**src/ctrl_link_pkg.sv**
```systemverilog
/*
 * Shared constants for the serial control link: device address, transfer
 * groups, byte field positions, decode values and host register offsets.
 * Assumes both link ends and the bench import this one package.
 */
package ctrl_link_pkg;

	// Timing of the host-made link clock
	localparam int SYS_CLK_NS    = 4;   // System clock period
	localparam int LINK_HALF_NS  = 24;  // Least half period of link clock
	localparam int LINK_HALF_CYC = (LINK_HALF_NS + SYS_CLK_NS - 1) / SYS_CLK_NS;

	// Device identity; the value is arbitrary
	localparam logic [5:0] DEV_ADDR = 6'h2A;

	// Address byte layout
	localparam int ADDR_MSB = 7;
	localparam int ADDR_LSB = 2;
	localparam int GRP_MSB  = 1;
	localparam int GRP_LSB  = 0;

	// Transfer group codes
	localparam logic [1:0] GRP_DATA   = 2'h0;
	localparam logic [1:0] GRP_STATUS = 2'h2;

	// Data byte layout: select bits and value bits
	localparam int SEL_MSB = 7;
	localparam int SEL_LSB = 6;
	localparam int VAL_MSB = 5;

	// Register select codes
	localparam logic [1:0] SEL_SETUP  = 2'h0;
	localparam logic [1:0] SEL_VOLUME = 2'h0;
	localparam logic [1:0] SEL_TONE   = 2'h1;
	localparam logic [1:0] SEL_PLAY   = 2'h2;
	localparam logic [1:0] SEL_POWER  = 2'h3;

	// Field positions inside the six value bits
	localparam int CR_MSB    = 5;
	localparam int CR_LSB    = 4;
	localparam int FMT_MSB   = 3;
	localparam int FMT_LSB   = 1;
	localparam int OFS_BIT   = 0;
	localparam int BASS_MSB  = 5;
	localparam int BASS_LSB  = 2;
	localparam int TREB_MSB  = 1;
	localparam int TREB_LSB  = 0;
	localparam int DE_MSB    = 4;
	localparam int DE_LSB    = 3;
	localparam int MUTE_BIT  = 2;
	localparam int MODE_HI   = 1;
	localparam int MODE_LO   = 0;
	localparam int PWR_ADC   = 1;
	localparam int PWR_DAC   = 0;

	// Reset value of every stored field
	localparam logic [5:0] FIELD_RST = 6'h00;

	// Clock ratio decode, in multiples of the sample rate
	localparam logic [9:0] RATIO_512 = 10'h200;
	localparam logic [9:0] RATIO_384 = 10'h180;
	localparam logic [9:0] RATIO_256 = 10'h100;
	localparam logic [9:0] RATIO_NONE = 10'h000;

	// Input word widths for justified formats
	localparam logic [4:0] WID_16 = 5'h10;
	localparam logic [4:0] WID_18 = 5'h12;
	localparam logic [4:0] WID_20 = 5'h14;

	// Volume: codes from here up attenuate fully
	localparam logic [5:0] VOL_FULL_CODE = 6'h3E;
	localparam logic [5:0] ATTEN_FULL    = 6'h3F;

	// Tone modes and bass caps in dB
	localparam logic [1:0] MODE_FLAT    = 2'h0;
	localparam logic [1:0] MODE_MAX     = 2'h3;
	localparam logic [4:0] BASS_CAP_MIN = 5'h12;
	localparam logic [4:0] BASS_CAP_MAX = 5'h18;

	// Host command register offsets
	localparam logic [3:0] HREG_ADDR   = 4'h0;
	localparam logic [3:0] HREG_DATA   = 4'h1;
	localparam logic [3:0] HREG_STATUS = 4'h2;
	localparam int ST_BUSY = 0;
	localparam int ST_DROP = 1;

endpackage

```
**src/ctrl_link_if.sv**
```systemverilog
/*
 * Three-wire serial control link between host and codec.
 * Assumes the host drives all three lines and the codec only listens.
 */
`timescale 1ns/1ps
interface ctrl_link_if;
	logic ctrl_phase_line;  // Low: address phase, high: data phase
	logic ctrl_clock_line;  // Bit clock, idles high, data taken on rise
	logic ctrl_data_line;   // Serial data, least significant bit first

	// Host end drives the link
	modport host_end (
		output ctrl_phase_line,
		output ctrl_clock_line,
		output ctrl_data_line
	);

	// Codec end only samples it
	modport dev_end (
		input ctrl_phase_line,
		input ctrl_clock_line,
		input ctrl_data_line
	);
endinterface

```
**src/ctrl_link_dev.sv**
```systemverilog
/*
 * Codec end of the control link: samples the three lines, assembles bytes
 * and decodes them into the feature registers and their decoded values.
 * Assumes the link clock runs well below a quarter of sys_clk_in.
 */
// How it works
// - Each of the five register bytes has its own stored register
// - Address byte low bits pick the group
// - Data byte top bits pick the register
// - Low six data bits are stored
// - Setup byte: ratio, format, offset filter
// - Ratio codes give 512, 384, 256
// - Format code picks input/output justification
// - Offset filter bit enables high-pass
// - Volume byte sets both channels
// - Volume codes map to dB attenuation
// - Tone byte: bass and treble codes
// - Bass two dB per step, capped
// - Treble two dB per step, flat zero
// - Playback byte: de-emphasis, mute, mode
// - De-emphasis codes pick sample rate
// - Mute bit mutes playback
// - Mode code picks flat, min, max
// - Power byte holds two power bits
// - Upper bit ADC, lower bit DAC
// - Group 00 data, 10 setup
// - Commit only after eighth bit
// - Group holds until next address
// - Foreign address deselects the codec
`timescale 1ns/1ps
module ctrl_link_dev (
	// Clock and reset
	input  wire logic       sys_clk_in,
	input  wire logic       rstn_in,
	// Link
	ctrl_link_if.dev_end    link,
	// Setup features
	output logic [1:0]      clock_ratio_select_out,
	output logic [9:0]      clock_ratio_out,
	output logic [2:0]      input_format_out,
	output logic            fmt_in_i2s_out,
	output logic            fmt_in_msb_out,
	output logic [4:0]      fmt_in_lsb_width_out,
	output logic            fmt_out_msb_out,
	output logic            offset_filter_enable_out,
	// Volume
	output logic [5:0]      volume_code_out,
	output logic [5:0]      atten_db_out,
	output logic            atten_full_out,
	// Tone
	output logic [3:0]      bass_code_out,
	output logic [1:0]      treble_code_out,
	output logic [4:0]      bass_gain_db_out,
	output logic [2:0]      treble_gain_db_out,
	output logic            tone_mode_high_out,
	output logic            tone_mode_low_out,
	// Playback options
	output logic [1:0]      deemphasis_select_out,
	output logic            deemphasis_on_out,
	output logic            playback_mute_out,
	// Converter power
	output logic [1:0]      converter_power_select_out,
	output logic            adc_power_on_out,
	output logic            dac_power_on_out,
	// Link status
	output logic            link_selected_out,
	output logic [1:0]      link_group_out
);
	import ctrl_link_pkg::*;

	typedef struct packed {
		logic       clk_s1;     // Link clock, first stage
		logic       clk_s2;     // Link clock, second stage
		logic       clk_s3;     // Previous value for edge finding
		logic       ph_s1;      // Phase line, first stage
		logic       ph_s2;      // Phase line, second stage
		logic       ph_s3;      // Previous phase
		logic       dat_s1;     // Data line, first stage
		logic       dat_s2;     // Data line, second stage
		logic [7:0] shift;      // Byte being assembled
		logic [2:0] bit_cnt;    // Bits taken in this byte
		logic       selected;   // Our address seen last
		logic [1:0] group;      // Group from last address
		logic [5:0] setup;      // system_setup register
		logic [5:0] volume;     // volume_level register
		logic [5:0] tone;       // tone_gain register
		logic [5:0] play;       // playback_options register
		logic [5:0] power;      // converter_power register
		logic [9:0] ratio;      // Decoded clock ratio
		logic       in_i2s;     // Decoded input format
		logic       in_msb;
		logic [4:0] in_width;
		logic       out_msb;
		logic [5:0] atten;      // Decoded attenuation
		logic       full;
		logic [4:0] bass_db;    // Decoded tone gains
		logic [2:0] treb_db;
		logic       de_on;      // Any de-emphasis chosen
	} dev_state_t;

	dev_state_t r;    // Registered state
	dev_state_t n;    // Next state

	// Sampling, byte assembly, commit and decode
	always_comb begin
		logic       rise;
		logic [7:0] byte_v;
		logic [5:0] val;
		logic [1:0] mode;
		logic [4:0] bass_raw;
		rise = r.clk_s2 & ~r.clk_s3;
		byte_v = {r.dat_s2, r.shift[7:1]};
		val = byte_v[VAL_MSB:0];
		mode = 2'h0;
		bass_raw = 5'h00;
		n = r;
		// Two flops before any logic sees a pin
		n.clk_s1 = link.ctrl_clock_line;
		n.clk_s2 = r.clk_s1;
		n.clk_s3 = r.clk_s2;
		n.ph_s1 = link.ctrl_phase_line;
		n.ph_s2 = r.ph_s1;
		n.ph_s3 = r.ph_s2;
		n.dat_s1 = link.ctrl_data_line;
		n.dat_s2 = r.dat_s1;
		// A phase change restarts byte alignment
		if (r.ph_s2 != r.ph_s3) begin
			n.bit_cnt = 3'h0;
		end else if (rise) begin
			// Bits arrive least significant first
			n.shift = byte_v;
			n.bit_cnt = r.bit_cnt + 3'h1;
			if (r.bit_cnt == 3'h7) begin
				if (!r.ph_s2) begin
					// Address byte: match and remember group
					n.selected = (byte_v[ADDR_MSB:ADDR_LSB] == DEV_ADDR);
					n.group = byte_v[GRP_MSB:GRP_LSB];
				end else if (r.selected && r.group == GRP_STATUS) begin
					// Only one setup register in this group
					if (byte_v[SEL_MSB:SEL_LSB] == SEL_SETUP) begin
						n.setup = val;
					end
				end else if (r.selected && r.group == GRP_DATA) begin
					case (byte_v[SEL_MSB:SEL_LSB])
						SEL_VOLUME: n.volume = val;
						SEL_TONE:   n.tone = val;
						SEL_PLAY:   n.play = val;
						SEL_POWER:  n.power = val;
						default:    n.power = r.power;
					endcase
				end
				// Other groups and deselected state drop the byte
			end
		end

		// Clock ratio decode
		case (n.setup[CR_MSB:CR_LSB])
			2'h0:    n.ratio = RATIO_512;
			2'h1:    n.ratio = RATIO_384;
			2'h2:    n.ratio = RATIO_256;
			default: n.ratio = RATIO_NONE;
		endcase

		// Format decode; codes 5..7 pair a justified input with MSB output
		n.in_i2s = (n.setup[FMT_MSB:FMT_LSB] == 3'h0);
		n.in_msb = (n.setup[FMT_MSB:FMT_LSB] == 3'h4);
		n.out_msb = n.setup[FMT_MSB];
		case (n.setup[FMT_LSB+1:FMT_LSB])
			2'h1:    n.in_width = WID_16;
			2'h2:    n.in_width = WID_18;
			2'h3:    n.in_width = WID_20;
			default: n.in_width = 5'h00;
		endcase

		// Volume: codes 0 and 1 are 0 dB, top two codes fully attenuate
		n.full = (n.volume >= VOL_FULL_CODE);
		if (n.full) begin
			n.atten = ATTEN_FULL;
		end else if (n.volume < 6'h02) begin
			n.atten = 6'h00;
		end else begin
			n.atten = n.volume - 6'h01;
		end

		// De-emphasis flag kept in a flop so the output is registered
		n.de_on = |n.play[DE_MSB:DE_LSB];

		// Tone gains depend on mode; flat passes nothing
		mode = n.play[MODE_HI:MODE_LO];
		bass_raw = {n.tone[BASS_MSB:BASS_LSB], 1'b0};
		if (mode == MODE_FLAT) begin
			n.bass_db = 5'h00;
			n.treb_db = 3'h0;
		end else begin
			n.treb_db = {n.tone[TREB_MSB:TREB_LSB], 1'b0};
			if (mode == MODE_MAX) begin
				n.bass_db = (bass_raw > BASS_CAP_MAX) ? BASS_CAP_MAX : bass_raw;
			end else begin
				n.bass_db = (bass_raw > BASS_CAP_MIN) ? BASS_CAP_MIN : bass_raw;
			end
		end
	end

	// State register; no documented reset, so stored fields start at zero, clock and phase sync stages high
	always_ff @(posedge sys_clk_in or negedge rstn_in) begin
		if (!rstn_in) begin
			r <= '{clk_s1: 1'b1, clk_s2: 1'b1, clk_s3: 1'b1,
				ph_s1: 1'b1, ph_s2: 1'b1, ph_s3: 1'b1,
				setup: FIELD_RST, volume: FIELD_RST, tone: FIELD_RST,
				play: FIELD_RST, power: FIELD_RST, ratio: RATIO_512,
				in_i2s: 1'b1, default: '0};
		end else begin
			r <= n;
		end
	end

	// Setup outputs
	assign clock_ratio_select_out   = r.setup[CR_MSB:CR_LSB];
	assign clock_ratio_out          = r.ratio;
	assign input_format_out         = r.setup[FMT_MSB:FMT_LSB];
	assign fmt_in_i2s_out           = r.in_i2s;
	assign fmt_in_msb_out           = r.in_msb;
	assign fmt_in_lsb_width_out     = r.in_width;
	assign fmt_out_msb_out          = r.out_msb;
	assign offset_filter_enable_out = r.setup[OFS_BIT];
	// Volume outputs, same for both channels
	assign volume_code_out          = r.volume;
	assign atten_db_out             = r.atten;
	assign atten_full_out           = r.full;
	// Tone outputs
	assign bass_code_out            = r.tone[BASS_MSB:BASS_LSB];
	assign treble_code_out          = r.tone[TREB_MSB:TREB_LSB];
	assign bass_gain_db_out         = r.bass_db;
	assign treble_gain_db_out       = r.treb_db;
	assign tone_mode_high_out       = r.play[MODE_HI];
	assign tone_mode_low_out        = r.play[MODE_LO];
	// Playback outputs
	assign deemphasis_select_out    = r.play[DE_MSB:DE_LSB];
	assign deemphasis_on_out        = r.de_on;
	assign playback_mute_out        = r.play[MUTE_BIT];
	// Power outputs
	assign converter_power_select_out = r.power[PWR_ADC:PWR_DAC];
	assign adc_power_on_out         = r.power[PWR_ADC];
	assign dac_power_on_out         = r.power[PWR_DAC];
	// Link status
	assign link_selected_out        = r.selected;
	assign link_group_out           = r.group;
endmodule

```
**src/flat_wrapper.sv**
```systemverilog
// flat-port wrapper written by rule: the top's interface ports become plain ports
module ctrl_link_dev_flat import ctrl_link_pkg::*;
  (sys_clk_in, rstn_in, clock_ratio_select_out, clock_ratio_out, input_format_out, fmt_in_i2s_out, fmt_in_msb_out, fmt_in_lsb_width_out, fmt_out_msb_out, offset_filter_enable_out, volume_code_out, atten_db_out, atten_full_out, bass_code_out, treble_code_out, bass_gain_db_out, treble_gain_db_out, tone_mode_high_out, tone_mode_low_out, deemphasis_select_out, deemphasis_on_out, playback_mute_out, converter_power_select_out, adc_power_on_out, dac_power_on_out, link_selected_out, link_group_out, link_ctrl_phase_line, link_ctrl_clock_line, link_ctrl_data_line);
  ctrl_link_if link_i ();
  input  wire logic sys_clk_in;
  input  wire logic rstn_in;
  output logic [1:0] clock_ratio_select_out;
  output logic [9:0] clock_ratio_out;
  output logic [2:0] input_format_out;
  output logic fmt_in_i2s_out;
  output logic fmt_in_msb_out;
  output logic [4:0] fmt_in_lsb_width_out;
  output logic fmt_out_msb_out;
  output logic offset_filter_enable_out;
  output logic [5:0] volume_code_out;
  output logic [5:0] atten_db_out;
  output logic atten_full_out;
  output logic [3:0] bass_code_out;
  output logic [1:0] treble_code_out;
  output logic [4:0] bass_gain_db_out;
  output logic [2:0] treble_gain_db_out;
  output logic tone_mode_high_out;
  output logic tone_mode_low_out;
  output logic [1:0] deemphasis_select_out;
  output logic deemphasis_on_out;
  output logic playback_mute_out;
  output logic [1:0] converter_power_select_out;
  output logic adc_power_on_out;
  output logic dac_power_on_out;
  output logic link_selected_out;
  output logic [1:0] link_group_out;
  input wire logic [$bits(link_i.ctrl_phase_line)-1:0] link_ctrl_phase_line;
  input wire logic [$bits(link_i.ctrl_clock_line)-1:0] link_ctrl_clock_line;
  input wire logic [$bits(link_i.ctrl_data_line)-1:0] link_ctrl_data_line;
  assign link_i.ctrl_phase_line = link_ctrl_phase_line;
  assign link_i.ctrl_clock_line = link_ctrl_clock_line;
  assign link_i.ctrl_data_line = link_ctrl_data_line;
  ctrl_link_dev u_core (.sys_clk_in(sys_clk_in), .rstn_in(rstn_in), .link(link_i), .clock_ratio_select_out(clock_ratio_select_out), .clock_ratio_out(clock_ratio_out), .input_format_out(input_format_out), .fmt_in_i2s_out(fmt_in_i2s_out), .fmt_in_msb_out(fmt_in_msb_out), .fmt_in_lsb_width_out(fmt_in_lsb_width_out), .fmt_out_msb_out(fmt_out_msb_out), .offset_filter_enable_out(offset_filter_enable_out), .volume_code_out(volume_code_out), .atten_db_out(atten_db_out), .atten_full_out(atten_full_out), .bass_code_out(bass_code_out), .treble_code_out(treble_code_out), .bass_gain_db_out(bass_gain_db_out), .treble_gain_db_out(treble_gain_db_out), .tone_mode_high_out(tone_mode_high_out), .tone_mode_low_out(tone_mode_low_out), .deemphasis_select_out(deemphasis_select_out), .deemphasis_on_out(deemphasis_on_out), .playback_mute_out(playback_mute_out), .converter_power_select_out(converter_power_select_out), .adc_power_on_out(adc_power_on_out), .dac_power_on_out(dac_power_on_out), .link_selected_out(link_selected_out), .link_group_out(link_group_out));
endmodule
```
**config.mk**
```make
export PLATFORM = sky130hd
export DESIGN_NAME = ctrl_link_dev_flat
export DESIGN_NICKNAME = d
export VERILOG_FILES = /design/src/ctrl_link_pkg.sv /design/src/ctrl_link_if.sv /design/src/ctrl_link_dev.sv /design/src/flat_wrapper.sv
export SDC_FILE = /design/constraint.sdc
export NUM_CORES = 1
export LEC_CHECK = 0
export BUFFER_PORTS_ARGS = -buffer_cell sky130_fd_sc_hd__buf_2
export CORE_UTILIZATION = 59
export DETAILED_ROUTE_END_ITERATION = 12
export PLACE_DENSITY = 0.82
export SLEW_MARGIN = 10
export SYNTH_ARGS = -nofsm -noshare
export SYNTH_HDL_FRONTEND = slang
export SYNTH_SLANG_ARGS = --single-unit
```
**constraint.sdc**
```tcl
create_clock -name sys_clk_in -period 5.4 [get_ports sys_clk_in]
set_input_delay 0.54 -clock sys_clk_in [delete_from_list [all_inputs] [get_ports sys_clk_in]]
set_output_delay 0.54 -clock sys_clk_in [all_outputs]
set_load 0.01 [all_outputs]
```
==> flow_metrics.env, run 1 <==
export IMPL_outcome="finished, final reports clean"
export IMPL_leakage_nw=1.89
export IMPL_cts_buffers_inserted=9
export IMPL_routedWlPerCell_um=14.8
export IMPL_synth_cells=310
export IMPL_grt_max_degree=69
export IMPL_clock_path_buffers=2
export IMPL_max_cap_viol_count=0
export IMPL_grt_pass1_wl_um=9800
export IMPL_synth_async_reset_ratio_pct=100
export IMPL_layout_cells_non_filler=401
export IMPL_clkTransAtPathRegs_ns=0.07
export IMPL_post_route_min_period_ns=3.18
export IMPL_syn_mean_instance_area_um2=11.0
export IMPL_start_kind="flop"
export IMPL_finalMaxSlewViolations=0
export IMPL_tns_ns=0
export IMPL_setup_violations=0
export IMPL_syn_area_um2=3400
export IMPL_max_freq_mhz=315
export IMPL_grt_pass1_vias=2032
export IMPL_place_gp_congestion=0.878
export IMPL_die_w_um=77.9
export IMPL_worstHoldStart="link_ctrl_clock_line"
export IMPL_root_buffer="clkbuf_8"
export IMPL_synth_mux_area_share_pct=9.30
export IMPL_rsz0062_at_grt="no"
export IMPL_io_buffers=57
export IMPL_powerDensity_nw_per_um2=324
export IMPL_skew_ns=0.00680
export IMPL_placementRows=27
export IMPL_post_cts_resize_count=0
export IMPL_synth_xor_area_share_pct=0.257
export IMPL_synth_top_cell_by_area="dfrtp_1"
export IMPL_num_antenna_cells=0
export IMPL_num_fill_cells=433
export IMPL_die_height_um=77.9
export IMPL_reg2reg_from="u_core.n[80]"
export IMPL_groute_usage_overall_pct=21.4
export IMPL_slew_headroom_pct=45.7
export IMPL_ctsHoldBuffers=0
export IMPL_via_per_inst=5.52
export IMPL_hold_violations=0
export IMPL_yosysUniqueCellTypes=55
export IMPL_boundaryPins=69
export IMPL_remaining_drc_errors=0
export IMPL_synth_top_area_share_pct=44.1
export IMPL_first_iter_violations=284
export IMPL_area_growth_pct=5.44
export IMPL_hp_class="in2reg"
export IMPL_coreArea_um2=5540
export IMPL_cp_max_fo=18
export IMPL_post_cts_buffers=0
export IMPL_critPathLaunch="u_core.n[80]"
export IMPL_layout_nets=335
export IMPL_criticalPathCategory="reg2reg"
export IMPL_critical_path_endpoint_type="flop"
export IMPL_tightest_slew_ns=0.815
export IMPL_regArea_um2=1710
export IMPL_cts_sinks=68
export IMPL_dr_total_vias=2213
export IMPL_grt_overflow_total=0
export IMPL_dp_cells=385
export IMPL_seq_area_frac_synth_pct=50.3
export IMPL_cts_tree="built"
export IMPL_totalWireLength_um=5950
export IMPL_arrival_ns=3.47
export IMPL_yosysWarnings=0
export IMPL_antenna_left=0
export IMPL_ys_flop_type="dfrtp_1"
export IMPL_synth_simple_gate_area_share_pct=12.6
export IMPL_die_area_um2=6070
export IMPL_synthAdderAreaFrac_pct=2.21
export IMPL_synth_compound_area_share_pct=10.4
export IMPL_htreeDepth=3
export IMPL_start_util_pct=61.4
export IMPL_peakVddDrop_v=0.000209
export IMPL_synth_top_family_by_area="buffers and inverters"
export IMPL_synth_edf_count=0
export IMPL_antenna_found_initial=0
export IMPL_hpwl_um=4050
export IMPL_drive_gt1_share_pct=34.3
export IMPL_synthTopCellsByArea="dfrtp_1, buf_4, mux2_2"
export IMPL_crit_required_ns=5.69
export IMPL_firstDrtPassIters=4
export IMPL_synth_seq_cells=68
export IMPL_period_share_pct=58.9
export IMPL_multi_input_area_um2=1220
export IMPL_clock_latency_ns=0.35
-- registers in the layout, summed over array words and instances, names as in the netlist, 2 cells and up --
register and count:
u_core.clock_ratio_out 3, u_core.n 5, u_core.bass_code_out 4, u_core.volume_code_out 6, u_core.atten_db_out 6, u_core.bass_gain_db_out 4, u_core.treble_gain_db_out 2, u_core.input_format_out 3
u_core.deemphasis_select_out 2, u_core.fmt_in_lsb_width_out 3, u_core.clock_ratio_select_out 2, u_core.treble_code_out 2, u_core.r 13, u_core.link_group_out 2
-- cells in the mapped netlist (2+ instances only) --
library cell	instances
nor3_1	2
o31a_1	2
a211oi_1	3
clkbuf_1	11
and4_1	2
mux2_2	21
or3_1	2
o21ai_0	14
nand4_1	7
a311o_1	2
nor2_1	16
o31ai_1	4
nand3b_1	2
buf_4	52
a21oi_1	4
nor2b_1	3
ha_1	6
nor4_1	4
a21o_1	2
nand2b_1	2
nand4b_1	2
o311ai_0	2
dfstp_2	8
or2_2	3
a31oi_1	4
inv_1	13
and2_1	4
dfrtp_1	60
mux2i_1	8
o221ai_1	2
nand2_1	14
nand3_1	6
-- path summary, 6_finish.rpt --
kind / endpoint / slack, ns / depth (start not counted)
setup / recovery: u_core.clock_ratio_out[8] / 2.22 / 8
hold / removal: u_core.n[84] / 0.29 / 1
setup reg to reg: u_core.clock_ratio_out[8] / 2.22 / 8
hold reg to reg: u_core.n[80] / 0.35 / 0
max in group asynchronous: u_core.r[69] / 4.50 / 2
min in group asynchronous: u_core.input_format_out[0] / 0.36 / 2
-- worst max-delay path, stage by stage, from the launching register on --
cell and delay, ns:
dfstp_2 0.55, inv_1 0.05, ha_1 0.37, nor3b_2 0.56, nand4_1 0.72, mux2_2 0.53, inv_1 0.08, ha_1 0.22
inv_1 0.05
-- cells in the final DEF (no fill, tap or decap), types with 3 or more instances in the layout --
| cell type | instances |
|---|---|
| dfrtp_1 | 60 |
| buf_2 | 57 |
| mux2_2 | 21 |
| nor2_1 | 16 |
| nand2_1 | 14 |
| o21ai_0 | 14 |
| inv_1 | 13 |
| conb_1 | 11 |
| clkbuf_8 | 10 |
| mux2i_1 | 8 |
| dfstp_2 | 8 |
| nand4_1 | 7 |
| nand3_1 | 6 |
| ha_1 | 6 |
| a21oi_1 | 4 |
| o31ai_1 | 4 |
| and2_1 | 4 |
| nor4_1 | 4 |
| a31oi_1 | 4 |
| or2_2 | 3 |
| nor2b_1 | 3 |
| a211oi_1 | 3 |
-- power breakdown --
group	internal [mW]	leakage (nW)	switching, mW
Clock	0.229	0.0995	0.195
Sequential	0.536	0.908	0.0873
Combinational	0.0468	0.885	0.0676
-- metal layers --
layer / GRT usage [%] / routed length, um
met1: 28.2 / 2720
met2: 32.7 / 2780
met3: 4.47 / 312
met4: 13.0 / 140
met5: 0 / 0
-- metrics by stage --
step / setup WS, ns / cell area (um^2) / hold slack (ns) / utilization, % / power (mW)
floorplan: 2.56 / 3440 / 0.244 / - / 0.698
global placement: 2.39 / 3380 / 0.333 / 61.0 / 0.741
detailed placement: 2.23 / 3380 / 0.347 / 61.0 / 0.745
CTS: 2.24 / 3590 / 0.271 / 64.7 / 1.17
global route: 2.02 / 3590 / 0.273 / 64.7 / 1.22
finish: 2.22 / 3590 / 0.291 / 64.7 / 1.16
-- logic make-up (layout without fill, tap and decap cells) --
| family | Yosys count | count (layout) |
|---|---|---|
| other | 1 | 11 |
| AO/OA/AOI/OAI | 50 | 50 |
| multiplexers | 29 | 29 |
| flip-flops | 68 | 68 |
| buffers and inverters | 80 | 89 |
| XOR/XNOR | 1 | 1 |
| AND/OR/NAND/NOR | 75 | 75 |
| adder cells (fa/ha/maj) | 6 | 6 |
-- layout make-up --
class	count	share of cell area [%]
Tap cell	72	2.51
Clock inverter	6	1.99
Inverter	14	1.46
Clock buffer	10	3.84
Multi-Input combinational cell	172	34.1
Timing Repair Buffer	59	8.37
Sequential cell	68	47.7
Power figures use the tool's default switching activity.
==> inputs of run 2 (changes only) <==
- CORE_UTILIZATION: 59 -> 55
- PLACE_DENSITY: 0.82 -> 0.77
- clock period: 5.4 -> 3 ns (I/O delays scaled with it)
==> flow_metrics.env, run 2 (same netlist as run 1, synthesis figures left out) <==
export IMPL_arrival_ns=2.96
export IMPL_area_growth_pct=6.91
export IMPL_largest_register="u_core.r"
export IMPL_criticalPathCategory="reg2reg"
export IMPL_firstDrtPassIters=4
export IMPL_hpwl_um=4210
export IMPL_reg2reg_from="u_core.n[80]"
export IMPL_root_buffer="clkbuf_8"
export IMPL_clock_latency_ns=0.36
export IMPL_hold_violations=0
export IMPL_post_cts_resize_count=0
export IMPL_groute_usage_overall_pct=21.6
export IMPL_postLayoutCoreUtil_pct=61.1
export IMPL_boundaryPins=69
export IMPL_powerDensity_nw_per_um2=592
export IMPL_grt_pass1_wl_um=10300
export IMPL_totalWireLength_um=6160
export IMPL_post_route_min_period_ns=2.69
export IMPL_antenna_found_initial=0
export IMPL_hp_class="in2reg"
export IMPL_die_w_um=80.6
export IMPL_setup_violations=0
export IMPL_cts_tree="built"
export IMPL_layout_cells_non_filler=409
export IMPL_remaining_drc_errors=0
export IMPL_rsz0062_at_grt="no"
export IMPL_finalMaxSlewViolations=0
export IMPL_placementRows=28
export IMPL_num_antenna_cells=0
export IMPL_layout_common_cells="dfrtp_1, buf_2, mux2_2, nor2_1"
export IMPL_drive_gt1_share_pct=34.7
export IMPL_tightest_slew_ns=0.821
export IMPL_ctsHoldBuffers=0
export IMPL_crit_required_ns=3.27
export IMPL_max_cap_viol_count=0
export IMPL_clkTransAtPathRegs_ns=0.07
export IMPL_worstHoldStart="link_ctrl_clock_line"
export IMPL_first_iter_violations=219
export IMPL_antenna_left=0
export IMPL_clock_path_buffers=2
export IMPL_leakage_nw=1.92
export IMPL_layout_commonest_cell="dfrtp_1"
export IMPL_dr_total_vias=2198
export IMPL_post_cts_buffers=0
export IMPL_peakVddDrop_v=0.000428
export IMPL_start_util_pct=57.1
export IMPL_routedWlPerCell_um=15.1
export IMPL_slew_headroom_pct=45.3
export IMPL_grt_max_degree=69
export IMPL_skew_ns=0.0107
export IMPL_tns_ns=0
export IMPL_start_kind="flop"
export IMPL_grt_overflow_total=0
export IMPL_cp_max_fo=12
export IMPL_layout_nets=340
export IMPL_io_buffers=57
export IMPL_htreeDepth=3
export IMPL_via_per_inst=5.37
export IMPL_coreArea_um2=5960
export IMPL_die_area_um2=6500
export IMPL_grt_pass1_vias=2147
export IMPL_largest_reg_flops=13
export IMPL_place_gp_congestion=0.868
export IMPL_outcome="finished, final reports clean"
export IMPL_period_share_pct=89.7
export IMPL_max_freq_mhz=371
export IMPL_dp_cells=393
export IMPL_critical_path_endpoint_type="flop"
export IMPL_cts_sinks=68
export IMPL_die_height_um=80.6
export IMPL_cts_buffers_inserted=9
export IMPL_critPathLaunch="u_core.n[80]"
run 2: cell count changes in the layout (fill, tap and decap cells not counted), sizes merged:
| cell | delta |
|---|---|
| clkbuf | +2 |
| clkinvlp | -1 |
| buf | +5 |
| bufinv | +1 |
| inv | -2 |
run 2: path summary, 6_finish.rpt:
| path | to | slack [ns] | cells past startpoint |
|---|---|---|---|
| max in group asynchronous | u_core.atten_db_out[5] | 2.35 | 2 |
| min | u_core.n[84] | 0.04 | 1 |
| max reg2reg | u_core.bass_gain_db_out[1] | 0.31 | 6 |
| min reg2reg | u_core.r[78] | 0.35 | 0 |
| max | u_core.bass_gain_db_out[1] | 0.31 | 6 |
| min in group asynchronous | u_core.input_format_out[0] | 0.12 | 2 |
run 2: layer usage:
| layer | vias to the layer above | part of all wire, % | track usage (%) |
|---|---|---|---|
| li1 | 1071 | - | - |
| met3 | 9 | 5.7 | 4.77 |
| met5 | - | 0 | 0 |
| met4 | 0 | 2.1 | 11.8 |
| met2 | 84 | 47 | 34.0 |
| met1 | 1034 | 45 | 27.5 |
run 2: area by class of cell:
cell class / count / area, um^2
timing repair buffer: 64 / 338
fill: 502 / 2320
sequential: 68 / 1710
clock inverter: 4 / 72.6
multi-input combinational: 172 / 1220
inverter: 14 / 52.6
clock buffer: 12 / 145
tap: 75 / 93.8
run 2: worst max-delay path: stages (launching register included):
cell and delay, ns:
dfstp_2 0.55, inv_1 0.04, ha_1 0.38, or4b_4 0.65, or4_1 0.54, a211o_1 0.27
a21oi_1 0.17
run 2: metrics by stage:
stage / hold WS, ns / instance area, um^2 / setup WS (ns) / total power, mW
2_1_floorplan: 0.00441 / 3440 / 0.161 / 1.26
3_3_place_gp: 0.334 / 3420 / 0.434 / 1.33
3_5_place_dp: 0.348 / 3420 / 0.355 / 1.34
4_1_cts: 0.0310 / 3640 / 0.323 / 2.16
5_1_grt: 0.0347 / 3640 / 0.174 / 2.24
6_report: 0.0406 / 3640 / 0.308 / 2.15
run 2: report_power, final:
| group | leakage, nW | internal, mW | switching (mW) |
|---|---|---|---|
| Combinational | 0.909 | 0.0871 | 0.122 |
| Clock | 0.107 | 0.490 | 0.339 |
| Sequential | 0.908 | 0.966 | 0.149 |
| Total | 1.92 | 1.54 | 0.609 |
==> inputs of run 3 (changes only) <==
- clock period: 3 -> 2.99 ns (I/O delays scaled with it)
==> flow_metrics.env, run 3 (same netlist as run 1, synthesis figures left out) <==
export IMPL_outcome="finished, final reports clean"
export IMPL_post_cts_resize_count=0
export IMPL_antenna_left=0
export IMPL_hpwl_um=4290
export IMPL_powerDensity_nw_per_um2=556
export IMPL_num_fill_cells=518
export IMPL_regArea_um2=1710
export IMPL_die_height_um=80.6
export IMPL_criticalPathCategory="reg2reg"
export IMPL_tightest_slew_ns=0.826
export IMPL_tns_ns=0
export IMPL_firstDrtPassIters=5
export IMPL_pre_cts_ws_ns=0.388
export IMPL_remaining_drc_errors=0
export IMPL_layout_nets=341
export IMPL_reg2reg_setup_slack_ns=0.38
export IMPL_htreeDepth=3
export IMPL_placementRows=28
export IMPL_finalWorstSetupSlack_ns=0.378
export IMPL_endpoint="u_core.bass_gain_db_out[1]"
export IMPL_drive_gt1_share_pct=34.9
export IMPL_cp_max_fo=12
export IMPL_start_kind="flop"
export IMPL_totalWireLength_um=6220
export IMPL_power_mw=2.00
export IMPL_slew_headroom_pct=44.9
export IMPL_die_w_um=80.6
export IMPL_crit_required_ns=3.26
export IMPL_cts_buffers_inserted=9
export IMPL_largest_register="u_core.r"
export IMPL_peakVddDrop_v=0.000326
export IMPL_multi_input_area_um2=1220
export IMPL_power_frac_seq_pct=55.9
export IMPL_die_area_um2=6500
export IMPL_r2r_cells=6
export IMPL_num_antenna_cells=0
export IMPL_via_per_inst=5.42
export IMPL_internal_power_mw=1.40
export IMPL_cts_tree="built"
export IMPL_postLayoutCoreUtil_pct=60.6
export IMPL_grt_overflow_total=0
export IMPL_boundaryPins=69
export IMPL_groute_usage_overall_pct=22.0
export IMPL_reg2reg_from="u_core.n[80]"
export IMPL_r2r_end="u_core.bass_gain_db_out[1]"
export IMPL_leakage_nw=1.91
export IMPL_layout_common_cells="dfrtp_1, buf_2, mux2_2, nor2_1"
export IMPL_setup_violations=0
export IMPL_first_iter_violations=124
export IMPL_clkTransAtPathRegs_ns=0.07
export IMPL_p_sw_mw=0.600
export IMPL_ctsHoldBuffers=0
export IMPL_hp_class="in2reg"
export IMPL_swShare_pct=30.0
export IMPL_coreArea_um2=5960
export IMPL_largest_reg_flops=13
export IMPL_grt_max_degree=69
export IMPL_grt_pass1_vias=2174
export IMPL_io_buffers=57
export IMPL_finalMaxSlewViolations=0
export IMPL_grt_pass1_wl_um=10500
export IMPL_root_buffer="clkbuf_8"
export IMPL_arrival_ns=2.89
export IMPL_rsz0062_at_grt="no"
export IMPL_cts_sinks=68
export IMPL_routedWlPerCell_um=15.2
export IMPL_max_freq_mhz=383
export IMPL_max_cap_viol_count=0
export IMPL_clock_path_buffers=2
export IMPL_skew_ns=0.0133
export IMPL_start_util_pct=57.1
export IMPL_period_share_pct=87.4
export IMPL_critPathLaunch="u_core.n[80]"
export IMPL_post_route_min_period_ns=2.61
export IMPL_post_cts_buffers=0
export IMPL_clock_latency_ns=0.34
export IMPL_critical_path_endpoint_type="flop"
export IMPL_layout_commonest_cell="dfrtp_1"
export IMPL_clkPwrFrac_pct=33.6
export IMPL_dr_total_vias=2222
export IMPL_hold_violations=0
export IMPL_place_gp_congestion=0.896
export IMPL_p_comb_share_pct=10.5
export IMPL_area_growth_pct=6.03
export IMPL_antenna_found_initial=0
[run 3: how the worst min path moves through the flow]
stage | cells past startpoint | startpoint | end | slack [ns]
CTS | 1 | link_ctrl_phase_line | u_core.n[81] | 0.03
global placement | 0 | u_core.n[78] | u_core.r[78] | 0.33
finish | 1 | link_ctrl_phase_line | u_core.n[81] | 0.06
floorplan | 0 | rstn_in | u_core.adc_power_on_out | 0.003
global route | 1 | link_ctrl_phase_line | u_core.n[81] | 0.03
detailed placement | 0 | u_core.n[78] | u_core.r[78] | 0.33
[run 3: critical path, cell delays in order, from the launching register on]
cell	delay (ns)
dfstp_2	0.55
inv_1	0.05
ha_1	0.38
or4b_4	0.65
or4_1	0.52
a211o_1	0.27
a21oi_1	0.13
[run 3: stage by stage]
step,hold WS (ns),instances,area [um^2]
after detailed placement,0.335,394,3430
after global routing,0.0294,410,3610
after CTS,0.0319,410,3610
after global placement,0.335,394,3430
final,0.0584,410,3610
after floorplan,0.00341,320,3440
[run 3: per-layer routing]
metal	wire length (um)	GRT usage (%)
met5	0	0
met4	78	12.3
met3	291	5.68
met2	3040	32.8
met1	2820	29.0
[run 3: final cells by class]
type,instances,share of cell area [%]
Tap cell,75,2.60
Clock inverter,3,0.590
Clock buffer,13,4.41
Multi-Input combinational cell,172,33.9
Timing Repair Buffer,65,9.57
Inverter,14,1.46
Sequential cell,68,47.5
[run 3: power groups by stage]
stage	clock, mW	combinational (mW)	sequential [mW]
final	0.673	0.211	1.12
after global routing	0.734	0.243	1.14
after CTS	0.699	0.212	1.12
after detailed placement	0	0.210	1.14
after global placement	0	0.201	1.13
after floorplan	0	0.241	1.02
